`config.mk`:
```
export PLATFORM = sky130hd
export DESIGN_NAME = lstcd_top
export DESIGN_NICKNAME = d
export VERILOG_FILES = /design/src/lstcd_pkg.sv /design/src/lstcd_top.sv
export VERILOG_INCLUDE_DIRS = /design/src
export SDC_FILE = /design/constraint.sdc
export NUM_CORES = 2
export LEC_CHECK = 0
export BUFFER_PORTS_ARGS = -buffer_cell sky130_fd_sc_hd__buf_2
export CORE_UTILIZATION = 35
export DETAILED_ROUTE_END_ITERATION = 12
export PLACE_DENSITY_LB_ADDON = 0.08
export SLEW_MARGIN = 20
export SYNTH_ARGS = -nofsm -noshare
export SYNTH_HDL_FRONTEND = slang
export SYNTH_SLANG_ARGS = --single-unit
```
`constraint.sdc`:
```
create_clock -name clk -period 9.5 [get_ports clk]
set_clock_uncertainty 0.05 [all_clocks]
set_input_delay 2.375 -clock clk [delete_from_list [all_inputs] [get_ports clk]]
set_output_delay 2.375 -clock clk [all_outputs]
set_load 0.1 [all_outputs]
```
`src/lstcd_cfg.svh`:
```
// lstcd_cfg.svh: offsets, field positions, reset values and counts for
// the low-speed timewheel and clock divider block.
// assumes inclusion by bare name from the package only; the top module does not include it.
`ifndef LSTCD_CFG_SVH
`define LSTCD_CFG_SVH

// ****************************************************************
// register byte offsets
// ****************************************************************
`define LSTCD_OFS_CTRL      8'h00
`define LSTCD_OFS_STATUS    8'h04
`define LSTCD_OFS_CTW       8'h08
`define LSTCD_OFS_FTW       8'h0c
`define LSTCD_OFS_BUSDIV    8'h10
`define LSTCD_OFS_DIG_BASE  8'h20
`define LSTCD_OFS_ANA_BASE  8'h40

// ****************************************************************
// control register fields
// ****************************************************************
`define LSTCD_CTRL_CTW_CLR    0
`define LSTCD_CTRL_WAKE_EN    1
`define LSTCD_CTRL_WAKE_IRQ   2
`define LSTCD_CTRL_FTW_EN     3
`define LSTCD_CTRL_FTW_IRQ    4
`define LSTCD_CTRL_WATCH_PWR  5
`define LSTCD_CTRL_SYS_LSB    8
`define LSTCD_CTRL_USB_LSB    12

// status flags, write one to clear
`define LSTCD_ST_WAKE   0
`define LSTCD_ST_FTW    1
`define LSTCD_ST_SEC    2

// divider register fields
`define LSTCD_DIV_SRC_LSB   16
`define LSTCD_DIV_SKEW_LSB  20
`define LSTCD_DIV_EN        31

// ****************************************************************
// reset values and counts
// ****************************************************************
`define LSTCD_RST_DIV       16'h0002
`define LSTCD_RST_FTW_TC    5'h1f
`define LSTCD_RST_CTW_SEL   4'hc
`define LSTCD_MIN_DIV       16'h0002
`define LSTCD_HUNDRED_KHZ_HZ 100000
`define LSTCD_ONE_KHZ_HZ     1000
`define LSTCD_SLOW_DIV       3
`define LSTCD_WATCH_HZ       32768

`endif

```
`src/lstcd_pkg.sv`:
```
// lstcd_pkg.sv: types shared by the timewheel and clock divider block.
// assumes lstcd_cfg.svh is on the include path.
package lstcd_pkg;
   `include "lstcd_cfg.svh"

   // clock source selector values, in mux order
   typedef enum logic [2:0] {
      lstcd_src_main_osc,
      lstcd_src_fast_xtal,
      lstcd_src_route,
      lstcd_src_pll,
      lstcd_src_doubler,
      lstcd_src_hundred_khz,
      lstcd_src_watch_xtal,
      lstcd_src_local
   } lstcd_src_e;

   typedef logic [15:0] lstcd_div_t;
endpackage

```
`src/lstcd_top.sv`:
```
// lstcd_top.sv: low-speed timewheels, watch tick, system and bus clock
// selection and the thirteen programmable clock dividers.
// assumes all clock sources arrive as levels sampled on clk (100 MHz),
// a classic wishbone master and a firmware-side interrupt controller.
//
// Notes on behaviour
// - low-speed outputs at 1, 33, 100 kHz
// - central wheel: 13-bit counter on 1 kHz
// - central wheel halts in hibernate or debug
// - firmware can clear central wheel count
// - periodic wakeup, interrupt separately enabled
// - fast wheel: 5-bit, 100 kHz, auto-restart
// - fast wheel interrupt at each terminal count
// - 33 kHz is 100 kHz divided by three
// - 100 kHz selectable as system clock
// - watch crystal gives one-second tick
// - watch oscillator has two power modes
// - eight routed clocks feed digital dividers
// - all seven sources selectable in distribution
// - system clock selected from sources
// - bus clock divider; cpu clock equals it
// - eight 16-bit digital dividers, any source
// - four analog dividers with skew control
// - divider: mux, divider, resync, deglitch
// - ratio two or more, near 50% duty
// - digital outputs 1..4 chainable to 32 bits via analog dividers
// - usb 48 MHz from doubled 24 MHz
// - usb domain crossings are synchronised
//
// The Wishbone slave port and the address map are this design's own decisions.
`timescale 1ns/100ps

module lstcd_top
   import lstcd_pkg::*;
#(
   parameter int NDIG    = 8,
   parameter int NANA    = 4,
   parameter int WATCH_HZ = `LSTCD_WATCH_HZ
) (
   // clock and reset
   input  wire logic        clk,
   input  wire logic        rstn,
   // wishbone slave
   input  wire logic        wb_cyc_i,
   input  wire logic        wb_stb_i,
   input  wire logic        wb_we_i,
   input  wire logic [7:0]  wb_adr_i,
   input  wire logic [3:0]  wb_sel_i,
   input  wire logic [31:0] wb_dat_i,
   output logic      [31:0] wb_dat_o,
   output logic             wb_ack_o,
   // raw clock sources
   input  wire logic        main_internal_osc,
   input  wire logic        fast_crystal_osc,
   input  wire logic        route_clock,
   input  wire logic        pll_clock,
   input  wire logic        usb_clock_48,
   input  wire logic        low_speed_osc,
   input  wire logic        watch_crystal_osc,
   input  wire logic [7:0]  divider_route_clock,
   // power state
   input  wire logic        hibernate,
   input  wire logic        debug_halt,
   // low-speed outputs
   output logic             one_khz_clock,
   output logic             thirty_three_khz_clock,
   output logic             hundred_khz_clock,
   output logic [12:0]      central_tick_counter,
   output logic             watch_low_power,
   // wake and interrupt requests
   output logic             wake_req,
   output logic             ctw_irq,
   output logic             ftw_irq,
   output logic             rtc_irq,
   // generated clocks
   output logic             sys_clock,
   output logic             bus_clock,
   output logic             cpu_clock,
   output logic [7:0]       dig_clock,
   output logic [3:0]       ana_clock,
   output logic [1:0]       usb_ref_sel
);

   localparam int NSRC = 7 + 8;
   localparam int NDIV = 1 + NDIG + NANA;
   localparam int ONE_KHZ_DIV =
      `LSTCD_HUNDRED_KHZ_HZ / `LSTCD_ONE_KHZ_HZ;

   // ****************************************************************
   // helpers
   // ****************************************************************
   // byte-lane merge for wishbone writes
   function automatic logic [31:0] merge(input logic [31:0] old,
                                         input logic [31:0] nw,
                                         input logic [3:0]  sel);
      logic [31:0] r;
      r = old;
      for (int b = 0; b < 4; b++) begin
         if (sel[b]) begin
            r[8*b +: 8] = nw[8*b +: 8];
         end
      end
      return r;
   endfunction

   // divide ratio below two is raised to two
   function automatic lstcd_div_t clamp(input lstcd_div_t v);
      return (v < `LSTCD_MIN_DIV) ? `LSTCD_MIN_DIV : v;
   endfunction

   // ****************************************************************
   // source synchronisers and edge detection
   // ****************************************************************
   logic [NSRC-1:0] src_raw;
   logic [NSRC-1:0] sync1_reg;
   logic [NSRC-1:0] sync2_reg;
   logic [NSRC-1:0] sync3_reg;
   logic [NSRC-1:0] src_edge;

   assign src_raw = {divider_route_clock, watch_crystal_osc, low_speed_osc,
                     usb_clock_48, pll_clock, route_clock,
                     fast_crystal_osc, main_internal_osc};

   // three flops per source; edges are taken from the second and third
   always_ff @(posedge clk or negedge rstn) begin
      if (!rstn) begin
         sync1_reg <= '0;
         sync2_reg <= '0;
         sync3_reg <= '0;
      end else begin
         sync1_reg <= src_raw;
         sync2_reg <= sync1_reg;
         sync3_reg <= sync2_reg;
      end
   end

   // edges are global, so a mux switch never fakes an edge
   assign src_edge = sync2_reg & ~sync3_reg;

   // ****************************************************************
   // register file
   // ****************************************************************
   logic [31:0] ctrl_reg;
   logic [2:0]  stat_reg;
   logic [3:0]  ctw_sel_reg;
   logic [4:0]  ftw_tc_reg;
   lstcd_div_t  div_sh_reg [NDIV];
   logic [2:0]  src_sh_reg [NDIV];
   logic [3:0]  skew_reg   [NANA];
   logic [NDIV-1:0] en_reg;
   logic        wr_stb;
   logic [5:0]  widx;
   logic [31:0] rd_mux;
   logic [2:0]  stat_set;
   logic [4:0]  ftw_cnt_reg;

   assign wr_stb = wb_cyc_i & wb_stb_i & wb_we_i & ~wb_ack_o;
   assign widx   = wb_adr_i[7:2];

   // ack one cycle after the request, dropped the cycle after
   always_ff @(posedge clk or negedge rstn) begin
      if (!rstn) begin
         wb_ack_o <= 1'b0;
      end else begin
         wb_ack_o <= wb_cyc_i & wb_stb_i & ~wb_ack_o;
      end
   end

   // control and configuration writes
   always_ff @(posedge clk or negedge rstn) begin
      if (!rstn) begin
         ctrl_reg    <= '0;
         ctw_sel_reg <= `LSTCD_RST_CTW_SEL;
         ftw_tc_reg  <= `LSTCD_RST_FTW_TC;
      end else begin
         ctrl_reg[`LSTCD_CTRL_CTW_CLR] <= 1'b0; // self-clearing pulse
         if (wr_stb && wb_adr_i == `LSTCD_OFS_CTRL) begin
            ctrl_reg <= merge(ctrl_reg, wb_dat_i, wb_sel_i);
         end
         if (wr_stb && wb_adr_i == `LSTCD_OFS_CTW) begin
            ctw_sel_reg <= wb_sel_i[0] ? wb_dat_i[3:0] : ctw_sel_reg;
         end
         if (wr_stb && wb_adr_i == `LSTCD_OFS_FTW) begin
            ftw_tc_reg <= wb_sel_i[0] ? wb_dat_i[4:0] : ftw_tc_reg;
         end
      end
   end

   // divider shadow registers; index 0 is the bus divider
   always_ff @(posedge clk or negedge rstn) begin
      if (!rstn) begin
         for (int n = 0; n < NDIV; n++) begin
            div_sh_reg[n] <= `LSTCD_RST_DIV;
            src_sh_reg[n] <= '0;
         end
         for (int a = 0; a < NANA; a++) begin
            skew_reg[a] <= '0;
         end
         en_reg <= '0;
      end else begin
         for (int n = 0; n < NDIV; n++) begin
            if (wr_stb && (n == 0 ? wb_adr_i == `LSTCD_OFS_BUSDIV :
                n <= NDIG ? widx == 6'(`LSTCD_OFS_DIG_BASE/4 + n - 1) :
                widx == 6'(`LSTCD_OFS_ANA_BASE/4 + n - 1 - NDIG))) begin
               if (wb_sel_i[0]) div_sh_reg[n][7:0]  <= wb_dat_i[7:0];
               if (wb_sel_i[1]) div_sh_reg[n][15:8] <= wb_dat_i[15:8];
               if (wb_sel_i[2]) begin
                  src_sh_reg[n] <= wb_dat_i[`LSTCD_DIV_SRC_LSB +: 3];
               end
               if (wb_sel_i[3]) en_reg[n] <= wb_dat_i[`LSTCD_DIV_EN];
               if (n > NDIG && wb_sel_i[2]) begin
                  skew_reg[n-1-NDIG] <= wb_dat_i[`LSTCD_DIV_SKEW_LSB +: 4];
               end
            end
         end
      end
   end

   // sticky status: a hardware set wins over a same-cycle clear
   always_ff @(posedge clk or negedge rstn) begin
      if (!rstn) begin
         stat_reg <= '0;
      end else if (wr_stb && wb_adr_i == `LSTCD_OFS_STATUS &&
                   wb_sel_i[0]) begin
         stat_reg <= (stat_reg & ~wb_dat_i[2:0]) | stat_set;
      end else begin
         stat_reg <= stat_reg | stat_set;
      end
   end

   // read mux
   always_comb begin
      rd_mux = '0;
      case (wb_adr_i)
         `LSTCD_OFS_CTRL:   rd_mux = ctrl_reg;
         `LSTCD_OFS_STATUS: rd_mux = {29'h0, stat_reg};
         `LSTCD_OFS_CTW:    rd_mux = {3'h0, central_tick_counter,
                                      12'h0, ctw_sel_reg};
         `LSTCD_OFS_FTW:    rd_mux = {19'h0, ftw_cnt_reg, 3'h0, ftw_tc_reg};
         default: begin
            for (int n = 0; n < NDIV; n++) begin
               if (n == 0 ? wb_adr_i == `LSTCD_OFS_BUSDIV :
                   n <= NDIG ? widx == 6'(`LSTCD_OFS_DIG_BASE/4 + n - 1) :
                   widx == 6'(`LSTCD_OFS_ANA_BASE/4 + n - 1 - NDIG)) begin
                  rd_mux = {en_reg[n], 12'h0, src_sh_reg[n], div_sh_reg[n]};
                  if (n > NDIG) begin
                     rd_mux[`LSTCD_DIV_SKEW_LSB +: 4] = skew_reg[n-1-NDIG];
                  end
               end
            end
         end
      endcase
   end

   // read data latched with the ack; unmapped reads give zero
   always_ff @(posedge clk or negedge rstn) begin
      if (!rstn) begin
         wb_dat_o <= '0;
      end else if (wb_cyc_i && wb_stb_i && !wb_ack_o) begin
         wb_dat_o <= rd_mux;
      end
   end

   // ****************************************************************
   // low-speed clocks
   // ****************************************************************
   logic        hk_edge;
   logic [6:0]  k1_cnt_reg;
   logic [1:0]  k33_cnt_reg;
   logic        one_khz_rise;

   assign hk_edge = src_edge[lstcd_src_hundred_khz];
   assign one_khz_rise = hk_edge && k1_cnt_reg == 7'(ONE_KHZ_DIV - 1);

   // 100 kHz follows the oscillator; 1 kHz and 33 kHz count its edges
   always_ff @(posedge clk or negedge rstn) begin
      if (!rstn) begin
         hundred_khz_clock      <= 1'b0;
         one_khz_clock          <= 1'b0;
         thirty_three_khz_clock <= 1'b0;
         k1_cnt_reg             <= '0;
         k33_cnt_reg            <= '0;
      end else begin
         hundred_khz_clock <= sync2_reg[lstcd_src_hundred_khz];
         if (hk_edge) begin
            k1_cnt_reg <= one_khz_rise ? '0 : k1_cnt_reg + 7'd1;
            one_khz_clock <= k1_cnt_reg < 7'(ONE_KHZ_DIV / 2);
            k33_cnt_reg <= (k33_cnt_reg == 2'(`LSTCD_SLOW_DIV - 1)) ?
                           2'd0 : k33_cnt_reg + 2'd1;
            thirty_three_khz_clock <= k33_cnt_reg == 2'd0;
         end
      end
   end

   // ****************************************************************
   // central and fast timewheels
   // ****************************************************************
   logic [12:0] ctw_next;
   logic [12:0] ctw_mask;
   logic        ctw_step;
   logic        ftw_tc_hit;

   assign ctw_step = one_khz_rise && !hibernate && !debug_halt;
   assign ctw_next = central_tick_counter + 13'd1;
   assign ctw_mask = 13'((14'h1 << ctw_sel_reg) - 14'h1);
   assign ftw_tc_hit = ctrl_reg[`LSTCD_CTRL_FTW_EN] && hk_edge &&
                       ftw_cnt_reg == ftw_tc_reg;

   // central wheel counts 1 kHz edges and wraps freely
   always_ff @(posedge clk or negedge rstn) begin
      if (!rstn) begin
         central_tick_counter <= '0;
      end else if (ctrl_reg[`LSTCD_CTRL_CTW_CLR]) begin
         central_tick_counter <= '0;
      end else if (ctw_step) begin
         central_tick_counter <= ctw_next;
      end
   end

   // fast wheel restarts at its terminal count
   always_ff @(posedge clk or negedge rstn) begin
      if (!rstn) begin
         ftw_cnt_reg <= '0;
      end else if (!ctrl_reg[`LSTCD_CTRL_FTW_EN]) begin
         ftw_cnt_reg <= '0;
      end else if (hk_edge) begin
         ftw_cnt_reg <= ftw_tc_hit ? '0 : ftw_cnt_reg + 5'd1;
      end
   end

   // ****************************************************************
   // watch tick and event flags
   // ****************************************************************
   logic [15:0] sec_cnt_reg;
   logic        sec_hit;

   assign sec_hit = src_edge[lstcd_src_watch_xtal] &&
                    sec_cnt_reg == 16'(WATCH_HZ - 1);

   // one-second tick counted straight off the watch crystal
   always_ff @(posedge clk or negedge rstn) begin
      if (!rstn) begin
         sec_cnt_reg <= '0;
      end else if (src_edge[lstcd_src_watch_xtal]) begin
         sec_cnt_reg <= sec_hit ? '0 : sec_cnt_reg + 16'd1;
      end
   end

   always_comb begin
      stat_set = '0;
      stat_set[`LSTCD_ST_WAKE] = ctw_step && ctrl_reg[`LSTCD_CTRL_WAKE_EN]
                                 && (ctw_next & ctw_mask) == '0;
      stat_set[`LSTCD_ST_FTW]  = ftw_tc_hit;
      stat_set[`LSTCD_ST_SEC]  = sec_hit;
   end

   // requests are levels held until firmware clears the flag
   always_ff @(posedge clk or negedge rstn) begin
      if (!rstn) begin
         wake_req        <= 1'b0;
         ctw_irq         <= 1'b0;
         ftw_irq         <= 1'b0;
         rtc_irq         <= 1'b0;
         watch_low_power <= 1'b0;
         usb_ref_sel     <= '0;
      end else begin
         wake_req <= stat_reg[`LSTCD_ST_WAKE];
         ctw_irq  <= stat_reg[`LSTCD_ST_WAKE] &
                     ctrl_reg[`LSTCD_CTRL_WAKE_IRQ];
         ftw_irq  <= stat_reg[`LSTCD_ST_FTW] &
                     ctrl_reg[`LSTCD_CTRL_FTW_IRQ];
         rtc_irq  <= stat_reg[`LSTCD_ST_SEC];
         watch_low_power <= ctrl_reg[`LSTCD_CTRL_WATCH_PWR];
         usb_ref_sel <= ctrl_reg[`LSTCD_CTRL_USB_LSB +: 2];
      end
   end

   // ****************************************************************
   // system clock selection
   // ****************************************************************
   logic [2:0] sys_act_reg;
   logic [2:0] sys_req;

   assign sys_req = ctrl_reg[`LSTCD_CTRL_SYS_LSB +: 3];

   // switch only while the old source is low, avoiding a runt high
   always_ff @(posedge clk or negedge rstn) begin
      if (!rstn) begin
         sys_act_reg <= '0;
         sys_clock   <= 1'b0;
      end else begin
         if (!sync2_reg[sys_act_reg] && sys_req != 3'(lstcd_src_local)) begin
            sys_act_reg <= sys_req;
         end
         sys_clock <= sync2_reg[sys_act_reg];
      end
   end

   // ****************************************************************
   // dividers: 0 bus, 1..8 digital, 9..12 analog
   // ****************************************************************
   logic [NDIV-1:0] div_q;
   logic [NDIG-1:0] dig_prev_reg;
   logic [15:0]     skew_sr_reg [NANA];

   always_ff @(posedge clk or negedge rstn) begin
      if (!rstn) begin
         dig_prev_reg <= '0;
      end else begin
         dig_prev_reg <= div_q[NDIG:1];
      end
   end

   for (genvar n = 0; n < NDIV; n++) begin : g_div
      lstcd_div_t cnt_reg;
      lstcd_div_t div_act_reg;
      logic [2:0] src_act_reg;
      logic [7:0] edges;
      logic       ed;
      logic       tc;

      // slot 7: routed clock for digital, digital output for analog
      always_comb begin
         edges = {1'b0, src_edge[6:0]};
         if (n >= 1 && n <= NDIG) begin
            edges[7] = src_edge[7 + n - 1];
         end else if (n > NDIG) begin
            edges[7] = div_q[n-NDIG] & ~dig_prev_reg[n-NDIG-1];
         end
      end

      assign ed = edges[n == 0 ? sys_act_reg : src_act_reg];
      assign tc = cnt_reg >= div_act_reg - 16'd1;

      always_ff @(posedge clk or negedge rstn) begin
         if (!rstn) begin
            cnt_reg     <= '0;
            div_act_reg <= `LSTCD_RST_DIV;
            src_act_reg <= '0;
            div_q[n]    <= 1'b0;
         end else if (n != 0 && !en_reg[n]) begin
            cnt_reg     <= '0;
            div_act_reg <= clamp(div_sh_reg[n]);
            src_act_reg <= src_sh_reg[n];
            div_q[n]    <= 1'b0;
         end else if (ed) begin
            if (tc) begin
               cnt_reg     <= '0;
               div_act_reg <= clamp(div_sh_reg[n]);
               src_act_reg <= src_sh_reg[n];
               div_q[n]    <= 1'b1;
            end else begin
               cnt_reg  <= cnt_reg + 16'd1;
               div_q[n] <= cnt_reg + 16'd1 < (div_act_reg >> 1);
            end
         end
      end
   end

   // analog skew: outputs delayed by the programmed count plus two clk cycles
   always_ff @(posedge clk or negedge rstn) begin
      if (!rstn) begin
         for (int a = 0; a < NANA; a++) begin
            skew_sr_reg[a] <= '0;
         end
         ana_clock <= '0;
      end else begin
         for (int a = 0; a < NANA; a++) begin
            skew_sr_reg[a] <= {skew_sr_reg[a][14:0], div_q[1+NDIG+a]};
            ana_clock[a] <= skew_sr_reg[a][skew_reg[a]];
         end
      end
   end

   // registered clock outputs; cpu clock is the bus clock itself
   always_ff @(posedge clk or negedge rstn) begin
      if (!rstn) begin
         bus_clock <= 1'b0;
         cpu_clock <= 1'b0;
         dig_clock <= '0;
      end else begin
         bus_clock <= div_q[0];
         cpu_clock <= div_q[0];
         dig_clock <= div_q[NDIG:1];
      end
   end

endmodule

```
==> impl_metrics.json <==
{
  "setup.worst_path.class": "in -> reg",
  "clk_transition_reported_paths_ns": 0.06,
  "synth-edff-count": 0,
  "post_cts_buffers": 0,
  "routedWlPerCell_microns": 25.1,
  "avgSynthCellArea_sq_um": 10.5,
  "overflow": 0,
  "path_max_fanout": 21,
  "final_cell_area_sq_um": 64600,
  "place_area_sq_um": 60600,
  "io_pins": 137,
  "async_reset_ff_share_pct": 100,
  "initial_utilization_pct": 35.3,
  "cts_buffer_depth": 3,
  "tns_ns": 0,
  "core_region_area_sq_um": 163000,
  "cts.repair.resized": 0,
  "clk_latency_ns": 0.76,
  "fp.dieW_microns": 407,
  "synth_warnings": 0,
  "layout_commonest_cell": "dfrtp_1",
  "synth-seq-cells": 995,
  "layout_setup_ws_ns": 4.65,
  "num-fill-cells": 16184,
  "gp_congestion": 0.942,
  "routed_via_density": 5.49,
  "slew_headroom_pct": 21.0,
  "finalMaxSlewViolations": 0,
  "area_growth_pct": 12.4,
  "worstPathArrival_ns": 5.43,
  "cts_inserted_buffers": 118,
  "antenna_left": 0,
  "p_clk_share_pct": 42.9,
  "track_usage_pct": 23.7,
  "rows": 148,
  "critPathCaptureType": "flop",
  "internal-power_uw": 7730,
  "cp_top_family": "simple AND/OR/NAND/NOR gates",
  "peakVddDrop_v": 0.000137,
  "portBuffers": 136,
  "cts_hold_buf": 0,
  "dieArea_sq_um": 166000,
  "dp_hpwl_microns": 147000,
  "root_buffer": "clkbuf_16",
  "worst_slew_pin_slew_ns": 1.18,
  "vias": 43271,
  "clkSinkCount": 995,
  "pwr-share-comb_pct": 15.1,
  "dp_slack_ns": 3.66,
  "die_h_microns": 407,
  "finalSetupViolations": 0,
  "period_needed_ns": 4.85,
  "drtPass1Iterations": 6,
  "fmax_ghz": 0.206,
  "layout.nets": 6087,
  "globalRouteMet3Util_pct": 3.41,
  "power_density_nw_per_um2": 168,
  "synth_ff_type": "dfrtp_1",
  "post-route-period-util_pct": 51.0,
  "syn_area_sq_um": 57500,
  "switching_share_pct": 29.0,
  "worstPathRequired_ns": 10.09,
  "drt_iter0_markers": 3619,
  "finalWirelength_microns": 198000,
  "met2_usage_pct": 38.0,
  "synthDistinctLibCells": 86,
  "use_met1_pct": 33.0,
  "outcome": "complete, no violations",
  "cts_max_level": 3,
  "leakage_uw": 0.0303,
  "final_layout_size_suffix_gt1_share_pct": 18.3,
  "maxCapViolations": 0,
  "cts_tree": "built",
  "grt_max_degree": 159,
  "power_uw": 10900,
  "syn-num-nets": 5967,
  "syn_inst": 5480,
  "p_seq_share_pct": 41.9,
  "grt_pass1_vias": 43340,
  "antenna_found_initial": 35,
  "final_util_pct": 39.6,
  "p_switching_uw": 3150,
  "finalHoldViolations": 0,
  "path_cells": "buf_2 > or4_1 > or3_1 > buf_4 > nor2_2 > and2_1 > mux2_2",
  "start_kind": "input port",
  "crit_buf_inv": 2,
  "drt_drc_violations_left": 0,
  "final_cell_mix": "962 x dfrtp_1, 549 x nand2_1, 527 x mux2_2",
  "worst_path_max_delay_cell": "or4_1",
  "rsz0062_at_grt": "no",
  "grt_pass1_wl_microns": 297000,
  "critical_path.max_stage_delay_ns": 0.71,
  "synth_seq_area_share_pct": 43.4,
  "grt.busiest_layer": "met2",
  "hp-class": "reg -> reg"
}
synthesized netlist by cell type, drive strengths merged, types with 24 or more instances:
| cell | n | area share (%) |
|---|---|---|
| xor2 | 95 | 1.4 |
| a21o | 83 | 1.1 |
| nand4 | 86 | 0.94 |
| a21oi | 154 | 1.3 |
| dfstp | 33 | 1.5 |
| buf | 49 | 0.43 |
| o21ai | 300 | 2.6 |
| o211ai | 43 | 0.61 |
| xnor2 | 295 | 4.5 |
| o221ai | 24 | 0.37 |
| nand2b | 51 | 0.56 |
| inv | 288 | 1.9 |
| and2 | 26 | 0.28 |
| and3 | 60 | 0.65 |
| clkbuf | 143 | 0.94 |
| nor2b | 41 | 0.45 |
| o21a | 28 | 0.37 |
| a221oi | 31 | 0.50 |
| mux2i | 61 | 1.1 |
| a22o | 56 | 0.85 |
| nand3 | 195 | 1.7 |
| nor2 | 268 | 1.8 |
| a31oi | 32 | 0.35 |
| nor4 | 84 | 0.91 |
| nand2 | 551 | 3.6 |
| ha | 421 | 9.2 |
| dfrtp | 962 | 42 |
| mux2 | 527 | 10 |
| mux4 | 59 | 2.3 |
| nor3 | 111 | 0.99 |
cell families after synthesis:
kind of cell    after synthesis  share of synthesized area, %
compound gates              979                          11.5
fa+ha+maj                   421                          9.16
simple gates               1567                          13.1
buf+inv                     481                          3.25
flops                       995                          43.4
xor+xnor                    390                          5.94
mux                         647                          13.7
area by class of cell:
cell class / count / area [sq um] / share of cell area, %
Inverter: 289 / 1080 / 1.68
Sequential cell: 995 / 24900 / 38.6
Timing Repair Buffer: 192 / 1180 / 1.82
Clock inverter: 43 / 487 / 0.753
Tap cell: 2175 / 2720 / 4.21
Clock buffer: 176 / 3450 / 5.34
Multi-Input combinational cell: 4004 / 30700 / 47.6
Antenna cell: 9 / 22.5 / 0.0349
worst reg2reg max path, stage by stage (launching register included):
cell and delay, ns:
dfrtp_1 0.42, nor4_1 0.47, and3_1 0.26, and3_1 0.18, nand2_1 0.12, nor3_1 0.21
xnor2_1 0.19, ha_1 0.28, and2_1 0.15, a221oi_1 0.40, o211ai_1 0.23, a221oi_4 0.66
nand2_2 0.27, or4_1 0.52, nand3_1 0.08
power groups by stage:
| stage | Clock [uW] | Sequential, uW | Combinational, uW |
|---|---|---|---|
| floorplan | 0 | 4660 | 1070 |
| global placement | 0 | 4640 | 1640 |
| detailed placement | 0 | 4640 | 1660 |
| CTS | 4800 | 4560 | 1670 |
| global route | 4950 | 4580 | 1850 |
| finish | 4670 | 4560 | 1650 |
final timing paths:
path,from,end,slack [ns],depth (start not counted)
worst max-delay path,wb_adr_i[7],ctrl_reg[12],4.65,7
worst min-delay path,sync1_reg[4],sync2_reg[4],0.29,0
worst max register to register,g_div[3].div_act_reg[3],g_div[3].cnt_reg[15],4.95,14
worst min register to register,sync1_reg[4],sync2_reg[4],0.29,0
max in group asynchronous,rstn,g_div[12].cnt_reg[4],6.24,2
min in group asynchronous,rstn,dig_clock[5],1.63,1
per-stage QoR:
stage	hold WS [ns]	instances
2_1_floorplan	0.281	5480
3_3_place_gp	0.285	7655
3_5_place_dp	0.285	7655
4_1_cts	0.294	7874
5_1_grt	0.305	7876
6_report	0.293	7883
metal layers:
layer	up-vias	wire, microns	part of all wire [%]
met5	-	82	0.041
met4	12	6230	3.2
met3	296	10200	5.1
met2	1049	90700	46
met1	21741	90400	46
li1	20173	-	-
Power figures use the tool's default switching activity.
